[src/verilog/qdrc_pkg.sv]
// package for the queued dma read command block
package qdrc_pkg;
    // ------------------------------------------------------------
    // register byte offsets on the bus
    // ------------------------------------------------------------
    localparam logic [7:0] QDRC_OFF_FEATURES = 8'h00;
    localparam logic [7:0] QDRC_OFF_SECTOR_TAG = 8'h04;
    localparam logic [7:0] QDRC_OFF_ADDR_LOW = 8'h08;
    localparam logic [7:0] QDRC_OFF_ADDR_MID = 8'h0c;
    localparam logic [7:0] QDRC_OFF_ADDR_HIGH = 8'h10;
    localparam logic [7:0] QDRC_OFF_DEVICE_SEL = 8'h14;
    localparam logic [7:0] QDRC_OFF_COMMAND = 8'h18;
    localparam logic [7:0] QDRC_OFF_ERROR = 8'h1c;
    localparam logic [7:0] QDRC_OFF_STATUS = 8'h20;
    localparam logic [7:0] QDRC_OFF_CONFIG = 8'h24;
    localparam logic [7:0] QDRC_OFF_MEDIA_EVT = 8'h28;
    localparam logic [7:0] QDRC_OFF_ENGINE = 8'h2c;
    localparam logic [7:0] QDRC_OFF_XFER_LEFT = 8'h30;
    // ------------------------------------------------------------
    // command codes and field positions
    // ------------------------------------------------------------
    localparam logic [7:0] QDRC_CMD_READ_QUEUED = 8'hc7;
    localparam logic [7:0] QDRC_CMD_SERVICE = 8'ha2;
    localparam logic [7:0] QDRC_CMD_MEDIA_QUERY = 8'hda;
    localparam int QDRC_TAG_LSB = 3;
    localparam int QDRC_REL_BIT = 2;
    localparam int QDRC_IO_BIT = 1;
    localparam int QDRC_CD_BIT = 0;
    localparam int QDRC_DEV_LBA_BIT = 6;
    localparam int QDRC_DEV_SEL_BIT = 4;
    localparam logic [8:0] QDRC_MAX_SECTORS = 9'h100;
    localparam logic [7:0] QDRC_RESET_BYTE = 8'h00;
    localparam logic [7:0] QDRC_STATUS_RESET = 8'h40;
    // status bit positions
    localparam int QDRC_ST_BUSY = 7;
    localparam int QDRC_ST_READY = 6;
    localparam int QDRC_ST_FAULT = 5;
    localparam int QDRC_ST_SERVICE_PENDING_FLAG = 4;
    localparam int QDRC_ST_DRQ = 3;
    localparam int QDRC_ST_ERR = 0;
    // error bit positions
    localparam int QDRC_ER_CRC = 7;
    localparam int QDRC_ER_UNC = 6;
    localparam int QDRC_ER_MC = 5;
    localparam int QDRC_ER_ADDRESS_NOT_FOUND_ERROR = 4;
    localparam int QDRC_ER_MCR = 3;
    localparam int QDRC_ER_COMMAND_ABORTED_FLAG = 2;
    localparam int QDRC_ER_NM = 1;
    // ------------------------------------------------------------
    // types
    // ------------------------------------------------------------
    typedef enum logic [4:0] {
        QDRC_IDLE = 5'b00001,
        QDRC_RELEASED = 5'b00010,
        QDRC_SERVICE_PENDING_FLAG_WAIT = 5'b00100,
        QDRC_XFER = 5'b01000,
        QDRC_DONE = 5'b10000
    } qdrc_state_t;
    // engine events from the media side, one-cycle pulses
    typedef struct packed {
        logic data_ready;
        logic xfer_done;
        logic fail;
        logic crc_err;
        logic unc_err;
        logic not_found;
        logic out_of_range;
        logic udma_err;
        logic dev_fault;
        logic [27:0] fail_addr;
    } qdrc_engine_t;
endpackage

[src/verilog/qdrc_ahb_slave.sv]
// ahb-lite slave front end, registers one access into a simple strobe
`timescale 1ns/1ps
module qdrc_ahb_slave (
    input wire logic CLK,
    input wire logic SYS_RST,
    input wire logic HSEL,
    input wire logic [31:0] HADDR,
    input wire logic [1:0] HTRANS,
    input wire logic HWRITE,
    input wire logic [2:0] HSIZE,
    input wire logic [31:0] HWDATA,
    input wire logic HREADY,
    output logic HREADYOUT,
    output logic HRESP,
    output logic [31:0] HRDATA,
    output logic WR_STB,
    output logic RD_STB,
    output logic [7:0] ACC_ADDR,
    output logic [7:0] WR_DATA,
    input wire logic [7:0] RD_DATA
);
    logic pend_wr_q;
    logic pend_rd_q;
    logic [7:0] addr_q;
    logic [31:0] rdata_q;
    logic take;

    // ------------------------------------------------------------
    // address phase capture
    // ------------------------------------------------------------
    assign take = HSEL && HREADY && HTRANS[1];
    always_ff @(posedge CLK or posedge SYS_RST) begin
        if (SYS_RST) begin
            pend_wr_q <= 1'b0;
            pend_rd_q <= 1'b0;
            addr_q <= 8'h00;
        end else if (HREADY) begin
            pend_wr_q <= take && HWRITE;
            pend_rd_q <= take && !HWRITE;
            addr_q <= HADDR[7:0];
        end
    end

    // read data is sampled in the data phase, write lands then too
    assign WR_STB = pend_wr_q;
    assign RD_STB = pend_rd_q;
    assign ACC_ADDR = addr_q;
    assign WR_DATA = HWDATA[7:0];
    assign HREADYOUT = 1'b1; // zero wait states
    assign HRESP = 1'b0;
    always_comb begin
        rdata_q = {24'h000000, RD_DATA};
    end
    assign HRDATA = rdata_q;
endmodule

[src/verilog/qdrc_top.sv]
// queued dma read command interpreter, device side
`timescale 1ns/1ps
// Function
// - features gives sector count, zero means 256 sectors
// - data may move at once or after the resume command
// - transfer image: tag, release clear, direction one, command/data clear
// - transfer status: busy clear, ready, no fault, data request, no check
// - transfer status shows service pending if another command waits
// - release image: tag, release set, direction and command/data clear
// - release status: busy clear, ready, no fault, no request, no error
// - release service pending set when another waits or this prepared
// - after release, ready device sets only service pending
// - resume command shows the transfer image only
// - completion: error cleared, tag, release clear, direction and c/d set
// - completion status: ready only, service pending from queue
// - abort when unsupported or overlapped interrupt disabled
// - abort on invalid tag when queuing supported
// - unrecoverable error loads failing address and aborts queue
// - crc bit on ultra dma crc error, uncorrectable bit on bad data
// - not found or abort for bad address, abort for dma errors
// - media changed, change request, no media reported; request sticky
// - error status: ready, fault if faulted, error if any bit set
// - error image: tag, release clear, direction and c/d set
// - device releases bus or transfers at once if data ready
module qdrc_top (
    input wire logic CLK,
    input wire logic SYS_RST,
    input wire logic HSEL,
    input wire logic [31:0] HADDR,
    input wire logic [1:0] HTRANS,
    input wire logic HWRITE,
    input wire logic [2:0] HSIZE,
    input wire logic [31:0] HWDATA,
    input wire logic HREADY,
    output logic HREADYOUT,
    output logic HRESP,
    output logic [31:0] HRDATA,
    input wire qdrc_pkg::qdrc_engine_t ENGINE_EVT,
    input wire logic MEDIA_CHANGED,
    input wire logic MEDIA_CHANGE_REQ,
    input wire logic NO_MEDIA,
    input wire logic OTHER_QUEUED,
    output logic CMD_START,
    output logic [27:0] CMD_ADDR,
    output logic [8:0] CMD_SECTORS,
    output logic [4:0] CMD_TAG,
    output logic DMA_ENABLE,
    output logic QUEUE_ABORT
);
    logic wr_stb, rd_stb;
    logic [7:0] acc_addr, wr_data, rd_data;
    logic [7:0] features_q, sector_tag_q, addr_low_q, addr_mid_q, addr_high_q;
    logic [7:0] device_q, error_q, status_q, config_q;
    logic mc_state_q, mcr_q, start_q, abort_q, queued_q;
    logic [4:0] tag_q;
    logic [8:0] sectors_q;
    logic [27:0] cmd_addr_q;
    qdrc_pkg::qdrc_state_t state_q;
    logic cmd_wr, is_read_cmd, is_service, cmd_ok;
    logic [7:0] err_bits;
    logic [4:0] tag_shown;

    qdrc_ahb_slave u_slave (
        .CLK(CLK),
        .SYS_RST(SYS_RST),
        .HSEL(HSEL),
        .HADDR(HADDR),
        .HTRANS(HTRANS),
        .HWRITE(HWRITE),
        .HSIZE(HSIZE),
        .HWDATA(HWDATA),
        .HREADY(HREADY),
        .HREADYOUT(HREADYOUT),
        .HRESP(HRESP),
        .HRDATA(HRDATA),
        .WR_STB(wr_stb),
        .RD_STB(rd_stb),
        .ACC_ADDR(acc_addr),
        .WR_DATA(wr_data),
        .RD_DATA(rd_data)
    );

    // ------------------------------------------------------------
    // decode helpers
    // ------------------------------------------------------------
    // zero in the count field stands for the full 256 sectors
    function automatic logic [8:0] qdrc_count(input logic [7:0] f);
        qdrc_count = (f == 8'h00) ? qdrc_pkg::QDRC_MAX_SECTORS : {1'b0, f};
    endfunction

    assign cmd_wr = wr_stb && (acc_addr == qdrc_pkg::QDRC_OFF_COMMAND);
    // a new command is only taken while no other one is in flight
    assign is_read_cmd = cmd_wr && state_q == qdrc_pkg::QDRC_IDLE
        && (wr_data == qdrc_pkg::QDRC_CMD_READ_QUEUED);
    assign is_service = cmd_wr && (wr_data == qdrc_pkg::QDRC_CMD_SERVICE);
    // config: bit0 queuing supported, bit1 overlap enabled, bit2 command supported
    // tag mask bits 7:3 give the highest valid tag when queuing
    assign cmd_ok = config_q[2] && config_q[1] &&
        (!config_q[0] || sector_tag_q[7:3] <= config_q[7:3]);
    assign tag_shown = (config_q[0] && config_q[1]) ? tag_q : 5'h00;

    // ------------------------------------------------------------
    // host written input registers
    // ------------------------------------------------------------
    always_ff @(posedge CLK or posedge SYS_RST) begin
        if (SYS_RST) begin
            features_q <= qdrc_pkg::QDRC_RESET_BYTE;
            config_q <= qdrc_pkg::QDRC_RESET_BYTE;
        end else if (wr_stb) begin
            if (acc_addr == qdrc_pkg::QDRC_OFF_FEATURES) begin
                features_q <= wr_data;
            end
            if (acc_addr == qdrc_pkg::QDRC_OFF_CONFIG) begin
                config_q <= wr_data;
            end
        end
    end

    // ------------------------------------------------------------
    // command block registers: host writes, device images
    // ------------------------------------------------------------
    always_ff @(posedge CLK or posedge SYS_RST) begin
        if (SYS_RST) begin
            sector_tag_q <= qdrc_pkg::QDRC_RESET_BYTE;
            addr_low_q <= qdrc_pkg::QDRC_RESET_BYTE;
            addr_mid_q <= qdrc_pkg::QDRC_RESET_BYTE;
            addr_high_q <= qdrc_pkg::QDRC_RESET_BYTE;
            device_q <= qdrc_pkg::QDRC_RESET_BYTE;
        end else if (state_q == qdrc_pkg::QDRC_XFER && ENGINE_EVT.fail) begin
            // first failing address back into the address registers
            sector_tag_q <= {tag_shown, 3'b011};
            addr_low_q <= ENGINE_EVT.fail_addr[7:0];
            addr_mid_q <= ENGINE_EVT.fail_addr[15:8];
            addr_high_q <= ENGINE_EVT.fail_addr[23:16];
            device_q <= {3'b000, device_q[qdrc_pkg::QDRC_DEV_SEL_BIT],
                ENGINE_EVT.fail_addr[27:24]};
        end else if (state_q == qdrc_pkg::QDRC_XFER && ENGINE_EVT.xfer_done) begin
            sector_tag_q <= {tag_shown, 3'b011};
            device_q <= {3'b000, device_q[qdrc_pkg::QDRC_DEV_SEL_BIT], 4'h0};
        end else if ((start_q && !abort_q && ENGINE_EVT.data_ready)
            || (state_q == qdrc_pkg::QDRC_SERVICE_PENDING_FLAG_WAIT && is_service)) begin
            sector_tag_q <= {tag_shown, 3'b010};
            device_q <= {3'b000, device_q[qdrc_pkg::QDRC_DEV_SEL_BIT], 4'h0};
        end else if (state_q == qdrc_pkg::QDRC_IDLE && start_q && !abort_q) begin
            sector_tag_q <= {tag_shown, 3'b100};
            device_q <= {3'b000, device_q[qdrc_pkg::QDRC_DEV_SEL_BIT], 4'h0};
        end else if (wr_stb && state_q == qdrc_pkg::QDRC_IDLE) begin
            // host loads tag, address and device select
            if (acc_addr == qdrc_pkg::QDRC_OFF_SECTOR_TAG) begin
                sector_tag_q <= wr_data;
            end
            if (acc_addr == qdrc_pkg::QDRC_OFF_ADDR_LOW) begin
                addr_low_q <= wr_data;
            end
            if (acc_addr == qdrc_pkg::QDRC_OFF_ADDR_MID) begin
                addr_mid_q <= wr_data;
            end
            if (acc_addr == qdrc_pkg::QDRC_OFF_ADDR_HIGH) begin
                addr_high_q <= wr_data;
            end
            if (acc_addr == qdrc_pkg::QDRC_OFF_DEVICE_SEL) begin
                device_q <= wr_data;
            end
        end
    end

    // ------------------------------------------------------------
    // command acceptance
    // ------------------------------------------------------------
    always_ff @(posedge CLK or posedge SYS_RST) begin
        if (SYS_RST) begin
            start_q <= 1'b0;
            abort_q <= 1'b0;
            tag_q <= 5'h00;
            sectors_q <= 9'h000;
            cmd_addr_q <= 28'h0000000;
            queued_q <= 1'b0;
        end else begin
            start_q <= is_read_cmd && state_q == qdrc_pkg::QDRC_IDLE
                && status_q[qdrc_pkg::QDRC_ST_READY];
            abort_q <= is_read_cmd && !cmd_ok;
            queued_q <= state_q == qdrc_pkg::QDRC_XFER && ENGINE_EVT.fail;
            if (is_read_cmd) begin
                tag_q <= config_q[0] ? sector_tag_q[7:3] : 5'h00;
                sectors_q <= qdrc_count(features_q);
                // keep the start address, the registers get overwritten by images
                cmd_addr_q <= {device_q[3:0], addr_high_q, addr_mid_q, addr_low_q};
            end
        end
    end

    // ------------------------------------------------------------
    // command sequence
    // ------------------------------------------------------------
    always_ff @(posedge CLK or posedge SYS_RST) begin
        if (SYS_RST) begin
            state_q <= qdrc_pkg::QDRC_IDLE;
        end else begin
            case (state_q)
                qdrc_pkg::QDRC_IDLE: begin
                    if (start_q && !abort_q) begin
                        // release first unless data is already at hand
                        state_q <= ENGINE_EVT.data_ready ? qdrc_pkg::QDRC_XFER
                            : qdrc_pkg::QDRC_RELEASED;
                    end
                end
                qdrc_pkg::QDRC_RELEASED: begin
                    if (ENGINE_EVT.data_ready) begin
                        state_q <= qdrc_pkg::QDRC_SERVICE_PENDING_FLAG_WAIT;
                    end
                end
                qdrc_pkg::QDRC_SERVICE_PENDING_FLAG_WAIT: begin
                    if (is_service) begin
                        state_q <= qdrc_pkg::QDRC_XFER;
                    end
                end
                qdrc_pkg::QDRC_XFER: begin
                    if (ENGINE_EVT.fail || ENGINE_EVT.xfer_done) begin
                        state_q <= qdrc_pkg::QDRC_DONE;
                    end
                end
                qdrc_pkg::QDRC_DONE: begin
                    state_q <= qdrc_pkg::QDRC_IDLE;
                end
                default: begin
                    state_q <= qdrc_pkg::QDRC_IDLE;
                end
            endcase
        end
    end

    // ------------------------------------------------------------
    // error register
    // ------------------------------------------------------------
    always_comb begin
        err_bits = 8'h00;
        err_bits[qdrc_pkg::QDRC_ER_CRC] = ENGINE_EVT.crc_err;
        err_bits[qdrc_pkg::QDRC_ER_UNC] = ENGINE_EVT.unc_err;
        err_bits[qdrc_pkg::QDRC_ER_MC] = mc_state_q;
        err_bits[qdrc_pkg::QDRC_ER_ADDRESS_NOT_FOUND_ERROR] = ENGINE_EVT.not_found;
        err_bits[qdrc_pkg::QDRC_ER_MCR] = mcr_q;
        err_bits[qdrc_pkg::QDRC_ER_COMMAND_ABORTED_FLAG] = ENGINE_EVT.out_of_range
            || ENGINE_EVT.udma_err || ENGINE_EVT.crc_err;
        err_bits[qdrc_pkg::QDRC_ER_NM] = NO_MEDIA;
    end

    always_ff @(posedge CLK or posedge SYS_RST) begin
        if (SYS_RST) begin
            error_q <= qdrc_pkg::QDRC_RESET_BYTE;
        end else if (abort_q) begin
            error_q <= 8'h04;
        end else if (state_q == qdrc_pkg::QDRC_XFER && ENGINE_EVT.fail) begin
            error_q <= err_bits;
        end else if (state_q == qdrc_pkg::QDRC_XFER && ENGINE_EVT.xfer_done) begin
            error_q <= 8'h00;
        end
    end

    // media change state: set wins over the clear by report or query
    always_ff @(posedge CLK or posedge SYS_RST) begin
        if (SYS_RST) begin
            mc_state_q <= 1'b0;
            mcr_q <= 1'b0;
        end else begin
            if (MEDIA_CHANGED) begin
                mc_state_q <= 1'b1;
            end else if (state_q == qdrc_pkg::QDRC_XFER && ENGINE_EVT.fail) begin
                mc_state_q <= 1'b0;
            end
            if (MEDIA_CHANGE_REQ) begin
                mcr_q <= 1'b1;
            end else if (cmd_wr && wr_data == qdrc_pkg::QDRC_CMD_MEDIA_QUERY) begin
                mcr_q <= 1'b0;
            end else if (start_q && !abort_q) begin
                mcr_q <= 1'b0;
            end
        end
    end

    // ------------------------------------------------------------
    // status register images
    // ------------------------------------------------------------
    always_ff @(posedge CLK or posedge SYS_RST) begin
        if (SYS_RST) begin
            status_q <= qdrc_pkg::QDRC_STATUS_RESET;
        end else if (is_read_cmd) begin
            status_q <= 8'h80; // busy while deciding
        end else if (abort_q) begin
            status_q <= {2'b01, 1'b0, OTHER_QUEUED, 3'b000, 1'b1};
        end else if (state_q == qdrc_pkg::QDRC_XFER && ENGINE_EVT.fail) begin
            status_q <= {2'b01, ENGINE_EVT.dev_fault, OTHER_QUEUED, 3'b000,
                |err_bits};
        end else if (state_q == qdrc_pkg::QDRC_XFER && ENGINE_EVT.xfer_done) begin
            status_q <= {2'b01, 1'b0, OTHER_QUEUED, 4'b0000};
        end else if (start_q && ENGINE_EVT.data_ready) begin
            status_q <= {2'b01, 1'b0, OTHER_QUEUED, 1'b1, 3'b000};
        end else if (start_q) begin
            status_q <= {2'b01, 1'b0, OTHER_QUEUED, 4'b0000};
        end else if (state_q == qdrc_pkg::QDRC_RELEASED && ENGINE_EVT.data_ready) begin
            status_q[qdrc_pkg::QDRC_ST_SERVICE_PENDING_FLAG] <= 1'b1;
        end else if (state_q == qdrc_pkg::QDRC_SERVICE_PENDING_FLAG_WAIT && is_service) begin
            status_q <= {2'b01, 1'b0, OTHER_QUEUED, 1'b1, 3'b000};
        end else if (state_q == qdrc_pkg::QDRC_XFER) begin
            status_q[qdrc_pkg::QDRC_ST_SERVICE_PENDING_FLAG] <= OTHER_QUEUED;
        end
    end

    // ------------------------------------------------------------
    // read mux and engine outputs
    // ------------------------------------------------------------
    always_comb begin
        case (acc_addr)
            qdrc_pkg::QDRC_OFF_SECTOR_TAG: rd_data = sector_tag_q;
            qdrc_pkg::QDRC_OFF_ADDR_LOW: rd_data = addr_low_q;
            qdrc_pkg::QDRC_OFF_ADDR_MID: rd_data = addr_mid_q;
            qdrc_pkg::QDRC_OFF_ADDR_HIGH: rd_data = addr_high_q;
            qdrc_pkg::QDRC_OFF_DEVICE_SEL: rd_data = device_q;
            qdrc_pkg::QDRC_OFF_ERROR: rd_data = error_q;
            qdrc_pkg::QDRC_OFF_STATUS: rd_data = status_q;
            qdrc_pkg::QDRC_OFF_CONFIG: rd_data = config_q;
            qdrc_pkg::QDRC_OFF_ENGINE: rd_data = {3'b000, state_q};
            default: rd_data = 8'h00;
        endcase
    end

    assign CMD_START = start_q && !abort_q;
    assign CMD_ADDR = cmd_addr_q;
    assign CMD_SECTORS = sectors_q;
    assign CMD_TAG = tag_q;
    assign DMA_ENABLE = state_q == qdrc_pkg::QDRC_XFER;
    assign QUEUE_ABORT = queued_q;

    // ------------------------------------------------------------
    // checks
    // ------------------------------------------------------------
    a_abort_sets_err: assert property (@(posedge CLK) disable iff (SYS_RST)
        abort_q |=> error_q[qdrc_pkg::QDRC_ER_COMMAND_ABORTED_FLAG] && status_q[0])
        else $error("abort did not flag error");
    a_xfer_drq_set: assert property (@(posedge CLK) disable iff (SYS_RST)
        start_q && !abort_q && ENGINE_EVT.data_ready |=> status_q[3] && !status_q[7])
        else $error("transfer image lacks data request");
    a_release_rel: assert property (@(posedge CLK) disable iff (SYS_RST)
        start_q && !abort_q && !ENGINE_EVT.data_ready && state_q == qdrc_pkg::QDRC_IDLE
        |=> sector_tag_q[2:0] == 3'b100)
        else $error("release image wrong");
    a_done_error_clr: assert property (@(posedge CLK) disable iff (SYS_RST)
        state_q == qdrc_pkg::QDRC_XFER && ENGINE_EVT.xfer_done && !ENGINE_EVT.fail
        |=> error_q == 8'h00 && sector_tag_q[1:0] == 2'b11)
        else $error("completion image wrong");
    a_fail_addr: assert property (@(posedge CLK) disable iff (SYS_RST)
        state_q == qdrc_pkg::QDRC_XFER && ENGINE_EVT.fail
        |=> addr_low_q == $past(ENGINE_EVT.fail_addr[7:0]) && QUEUE_ABORT)
        else $error("failing address not loaded");
    a_zero_count: assert property (@(posedge CLK) disable iff (SYS_RST)
        is_read_cmd && features_q == 8'h00 |=> sectors_q == 9'h100)
        else $error("zero count not 256");
    a_service_pending_flag_only: assert property (@(posedge CLK) disable iff (SYS_RST)
        state_q == qdrc_pkg::QDRC_RELEASED && ENGINE_EVT.data_ready && !cmd_wr
        |=> status_q[4] && $stable(sector_tag_q))
        else $error("service request changed other bits");
    a_bad_tag: assert property (@(posedge CLK) disable iff (SYS_RST)
        is_read_cmd && config_q[0] && sector_tag_q[7:3] > config_q[7:3]
        |=> abort_q)
        else $error("invalid tag not aborted");
    a_resume_image: assert property (@(posedge CLK) disable iff (SYS_RST)
        state_q == qdrc_pkg::QDRC_SERVICE_PENDING_FLAG_WAIT && is_service
        |=> sector_tag_q[2:0] == 3'b010 && status_q[3] && !status_q[7])
        else $error("resume did not show transfer image");
endmodule

[config.mk]
export PLATFORM = sky130hd
export DESIGN_NAME = qdrc_top
export DESIGN_NICKNAME = d
export VERILOG_FILES = /design/src/verilog/qdrc_pkg.sv /design/src/verilog/qdrc_ahb_slave.sv /design/src/verilog/qdrc_top.sv
export SDC_FILE = /design/constraint.sdc
export NUM_CORES = 1
export LEC_CHECK = 0
export CAP_MARGIN = 5
export CORE_UTILIZATION = 63
export CTS_CLUSTER_SIZE = 16
export DETAILED_ROUTE_END_ITERATION = 10
export DONT_BUFFER_PORTS = 1
export GPL_ROUTABILITY_DRIVEN = 1
export PLACE_DENSITY_LB_ADDON = 0.08
export SLEW_MARGIN = 20
export SYNTH_ARGS = -nofsm -noshare
export SYNTH_HDL_FRONTEND = slang
export SYNTH_HIERARCHICAL = 1
export SYNTH_SLANG_ARGS = --single-unit
[constraint.sdc]
create_clock -name CLK -period 4.9 [get_ports CLK]
set_clock_uncertainty 0.1 [all_clocks]
set_input_delay 0.735 -clock CLK [delete_from_list [all_inputs] [get_ports CLK]]
set_output_delay 0.735 -clock CLK [all_outputs]
set_load 0.01 [all_outputs]
==> results of run 1 <==
## cell type report
type                       count  area (um^2)
timing repair buffer           8         62.6
tap                          133          166
sequential                   130         3260
fill                         722         2840
multi-input combinational    383         2840
clock buffer                  21          449
clock inverter                11          224
inverter                      20         77.6
## worst max-delay path by stage
stage / start / endpoint / slack, ps / cells past startpoint
after detailed placement: u_slave/ACC_ADDR[4] / HRDATA[2] / 1750 / 5
after floorplan: SYS_RST / CMD_ADDR[0] / 850 / 1
after global placement: u_slave/ACC_ADDR[4] / HRDATA[2] / 1810 / 5
after global routing: u_slave/ACC_ADDR[4] / HRDATA[2] / 1030 / 5
after CTS: u_slave/ACC_ADDR[4] / HRDATA[2] / 1190 / 5
final: u_slave/ACC_ADDR[4] / HRDATA[2] / 1180 / 5
## worst reg2reg max path: stages (launching register included)
cell     delay, ps
dfrtp_1        440
or3_1          540
nor3b_2        380
and4_2         750
buf_4          420
mux2_1         380
## sequential cells by signal, indices dropped and copies added (netlist names), 5 cells and up
signal	count
features_q	8
addr_mid_q	8
state_q	5
addr_low_q	8
device_q	8
CMD_TAG	5
sector_tag_q	8
config_q	8
error_q	7
u_slave/ACC_ADDR	8
addr_high_q	8
CMD_ADDR	28
status_q	6
CMD_SECTORS	9
## report_power, final
part | leakage (nW) | total (mW) | internal (mW) | switching [mW]
Sequential | 1.62 | 1.15 | 1.11 | 0.0464
Combinational | 1.47 | 0.112 | 0.0454 | 0.0661
Clock | 0.327 | 1.44 | 0.963 | 0.477
## cell usage in the layout (no fill, tap or decap), types with 3 or more instances in the layout
cell / instances
nor4b_2: 3
clkbuf_8: 3
mux2_2: 7
o21ai_0: 13
or3_1: 5
bufinv_16: 6
mux2_4: 6
a21oi_1: 6
inv_1: 16
and3_1: 5
and2_1: 4
o21ai_1: 22
a222oi_1: 7
clkbuf_16: 16
o21a_1: 8
nor4_1: 4
mux2i_1: 39
nand2b_1: 4
dfrtp_1: 128
nor3_1: 8
a22oi_1: 16
nand2_1: 37
buf_4: 7
mux2_1: 49
o31ai_1: 6
nor2b_1: 5
nand3_1: 20
a22o_1: 8
nor2_1: 25
conb_1: 26
clkinv_4: 3
nand4_1: 3
ha_1: 5
inv_2: 3
## layer usage
metal	vias to the layer above	track usage [%]
met4	0	13.6
met1	2309	43.3
met2	260	50.3
met3	40	9.34
met5	-	0
li1	2007	-
## what timing repair did
action                                 4_1_cts  5_1_grt
gates resized for setup                      0        0
hold buffers                                 1        0
endpoints found under the hold margin        9        0
## metrics by stage
step / utilization [%] / cells
floorplan: - / 607
global placement: 64.5 / 673
detailed placement: 64.5 / 673
CTS: 71.4 / 706
global route: 71.4 / 706
finish: 71.4 / 706
==> results.json, run 1 <==
{
  "core-area_um2": 9910,
  "worst_slack_ps": 1180,
  "r2r_start": "state_q[2]",
  "holdCritStartpoint": "ENGINE_EVT[36]",
  "synth_area_per_cell_um2": 11.2,
  "finalCritPeriodShare_pct": 76.0,
  "initial_core_util_pct": 66.0,
  "r2r-end": "CMD_ADDR[3]",
  "p_leak_nw": 3.42,
  "cts_tree": "done",
  "post_cts_buffers": 0,
  "outcome": "complete, no violations",
  "cpPeakStageDelay_ps": 790,
  "finalPower_mw": 2.71,
  "cts_buffers": 17,
  "relSlewSlack_pct": 36.8,
  "fin_hold_ws_ps": 174,
  "cts_root_buf": "clkbuf_8",
  "antenna_found_initial": 0,
  "cts.clk_slew.worst_paths_ps": 60,
  "setup.worst_path.start_class": "flip-flop",
  "finalSetupViolCount": 0,
  "worstPathCellList": "nor4_1 -> nor4b_4 -> a22o_1 -> a221oi_1 -> o221ai_1",
  "insertion_delay_ps": 530,
  "hold_class": "input port to flip-flop",
  "endpoint_kind": "primary output",
  "worstRegToRegCells": 5,
  "fin_nets": 680,
  "cp_data_arrival_time_ps": 2890,
  "drt-pass1-iter-count": 5,
  "port_buffers": 0,
  "cp_top_family": "simple AND/OR/NAND/NOR gates",
  "grt_setup_unrepaired": "no",
  "die_h_um": 104,
  "ir_worst_vdd_mv": 0.244,
  "r2r_setup_slack_ps": 1770,
  "required_ps": 4070,
  "clockBufferDepth": 2,
  "met2_length_um": 7860,
  "overflow": 0,
  "max_clock_freq_mhz": 269,
  "yosysWarnings": 6,
  "area_growth_pct": 8.07,
  "wl_um": 16500,
  "place_hpwl_um": 11600,
  "wl_met3_um": 1460,
  "power_density_nw_per_um2": 383,
  "viasPerCell": 6.54,
  "met1_length_um": 6720,
  "pin_count": 194,
  "stdcell_area_um2": 7070,
  "grt_max_degree": 62,
  "dieArea_um2": 10800,
  "crit_type": "flip-flop to primary output",
  "setup_tns_ps": 0,
  "final_layout_size_suffix_gt1_share_pct": 11.7,
  "grt_pass1_vias": 4654,
  "antenna_left": 0,
  "netlist_area_um2": 6550,
  "cap_violations": 0,
  "wl_per_cell_um": 23.4,
  "place_ws_ps": 1750,
  "drv_slew": 0,
  "period_needed_ps": 3720,
  "grt.total_usage_pct": 32.6,
  "die_x_um": 104,
  "num_rows": 36,
  "max_slew.worst_pin.slew_ps": 948,
  "grt_pass1_wl_um": 26500,
  "htree_levels": 4,
  "dr.first_iter.drc_count": 390,
  "via_count": 4616,
  "min_path_cells": 1,
  "hold_viol_final": 0,
  "dr.max_layer_used": "met4",
  "drt_drc_violations_left": 0,
  "cp_max_fo": 8,
  "gp_congestion": 0.947,
  "placed_area_um2": 6390,
  "min_to": "state_q[1]",
  "crit_buf_inv": 0,
  "crit_path_top_delay_cell": "nor4_1",
  "num_antenna_cells": 0,
  "clock_sinks": 130,
  "synth_cells": 583
}
No activity file was read; power rests on OpenSTA's default activity.
==> run 2, diff against run 1 <==
==> constraint.sdc (replaced) <==
create_clock -name CLK -period 3.6 [get_ports CLK]
set_clock_uncertainty 0.1 [all_clocks]
set_input_delay 0.54 -clock CLK [delete_from_list [all_inputs] [get_ports CLK]]
set_output_delay 0.54 -clock CLK [all_outputs]
set_load 0.01 [all_outputs]
==> results.json, run 2 (synthesis results as in run 1) <==
{
  "cp_data_arrival_time_ps": 2650,
  "antenna_left": 0,
  "largest_reg_flops": 28,
  "cp_max_fo": 9,
  "initial_core_util_pct": 66.0,
  "grt.total_usage_pct": 32.2,
  "place_hpwl_um": 11500,
  "r2r_setup_slack_ps": 750,
  "place_ws_ps": 804,
  "via_count": 4653,
  "viasPerCell": 6.55,
  "drt-pass1-iter-count": 5,
  "seq_area_um2": 3260,
  "overflow": 0,
  "clock_sinks": 130,
  "finalSetupViolCount": 0,
  "grt_pass1_vias": 4551,
  "setup.worst_path.start_class": "flip-flop",
  "die_h_um": 104,
  "crit_type": "flip-flop to primary output",
  "worst_slack_ps": 313,
  "nFillCells": 716,
  "wl_per_cell_um": 23.1,
  "finalCritPeriodShare_pct": 91.3,
  "r2r-end": "sector_tag_q[2]",
  "relSlewSlack_pct": 38.8,
  "cts_tree": "done",
  "r2r_start": "u_slave/ACC_ADDR[1]",
  "num_antenna_cells": 0,
  "ir_worst_vdd_mv": 0.305,
  "grt_max_degree": 47,
  "max_slew.worst_pin.slew_ps": 910,
  "dieArea_um2": 10800,
  "grt_setup_unrepaired": "no",
  "drv_slew": 0,
  "insertion_delay_ps": 530,
  "fin_cells": 710,
  "critPathLaunch": "u_slave/ACC_ADDR[1]",
  "cts_root_buf": "clkbuf_8",
  "multi_input_area_um2": 2830,
  "die_x_um": 104,
  "outcome": "complete, no violations",
  "final_cell_mix": "dfrtp_1, mux2_1, mux2i_1",
  "setup_tns_ps": 0,
  "endpoint_kind": "primary output",
  "dr.first_iter.drc_count": 426,
  "grt_pass1_wl_um": 26200,
  "power_density_nw_per_um2": 506,
  "mostFrequentLayoutCell": "dfrtp_1",
  "post_cts_buffers": 0,
  "finalPower_mw": 3.60,
  "hold_class": "input port to flip-flop",
  "cts_buffers": 17,
  "fin_nets": 686,
  "wl_um": 16400,
  "utilization_pct": 71.9,
  "cap_violations": 0,
  "p_leak_nw": 3.44,
  "worstRegToRegCells": 5,
  "hold_viol_final": 0,
  "port_buffers": 0,
  "min_path_cells": 1,
  "holdCritStartpoint": "MEDIA_CHANGE_REQ",
  "clockBufferDepth": 2,
  "required_ps": 2960,
  "area_growth_pct": 8.81,
  "drt_drc_violations_left": 0,
  "antenna_found_initial": 0,
  "min_to": "mcr_q",
  "final_layout_size_suffix_gt1_share_pct": 12.0,
  "num_rows": 36,
  "htree_levels": 4,
  "core-area_um2": 9910,
  "cts.clk_slew.worst_paths_ps": 60,
  "placedCellCount": 675,
  "pin_count": 194,
  "gp_congestion": 0.936,
  "period_needed_ps": 3290,
  "max_clock_freq_mhz": 304
}
-- run 2: worst max-delay path by stage --
stage | end | cells after the start
6_report | HRDATA[6] | 5
5_1_grt | HRDATA[6] | 5
2_1_floorplan | HRDATA[2] | 6
3_5_place_dp | addr_high_q[0] | 7
4_1_cts | HRDATA[6] | 5
3_3_place_gp | addr_high_q[0] | 7
-- run 2: metrics by stage --
stage | cell area [um^2] | hold slack (ps)
2_1_floorplan | 6640 | 268
3_3_place_gp | 6420 | 290
3_5_place_dp | 6420 | 312
4_1_cts | 7090 | 10.5
5_1_grt | 7120 | 5.20
6_report | 7120 | 18.5
-- run 2: what timing repair did --
action | CTS | global route
hold endpoints to repair | 11 | 13
hold buffers | 3 | 1
resized for setup | 0 | 0
-- run 2: area by class of cell --
type                            instances  area share (%)
Clock buffer                           20            6.39
Clock inverter                         10            2.55
Inverter                               20            1.11
Multi-Input combinational cell        383            39.8
Sequential cell                       130            45.7
Tap cell                              133            2.34
Timing Repair Buffer                   14            2.14
-- run 2: where the power goes --
group | switching [mW] | internal (mW)
Sequential | 0.0610 | 1.51
Combinational | 0.0912 | 0.0694
Clock | 0.631 | 1.24
-- run 2: critical path, stage by stage, from the launching register on --
cell	delay [ps]
dfrtp_1	470
nor4b_2	690
and2_1	470
a221o_1	210
a221oi_1	50
o21ai_1	220
-- run 2: layer usage --
layer	wire length, um	part of all wire [%]	GRT usage [%]
met4	432	2.6	12.0
met1	6810	41	44.0
met3	1340	8.1	7.71
met2	7860	48	50.4
met5	0	0	0
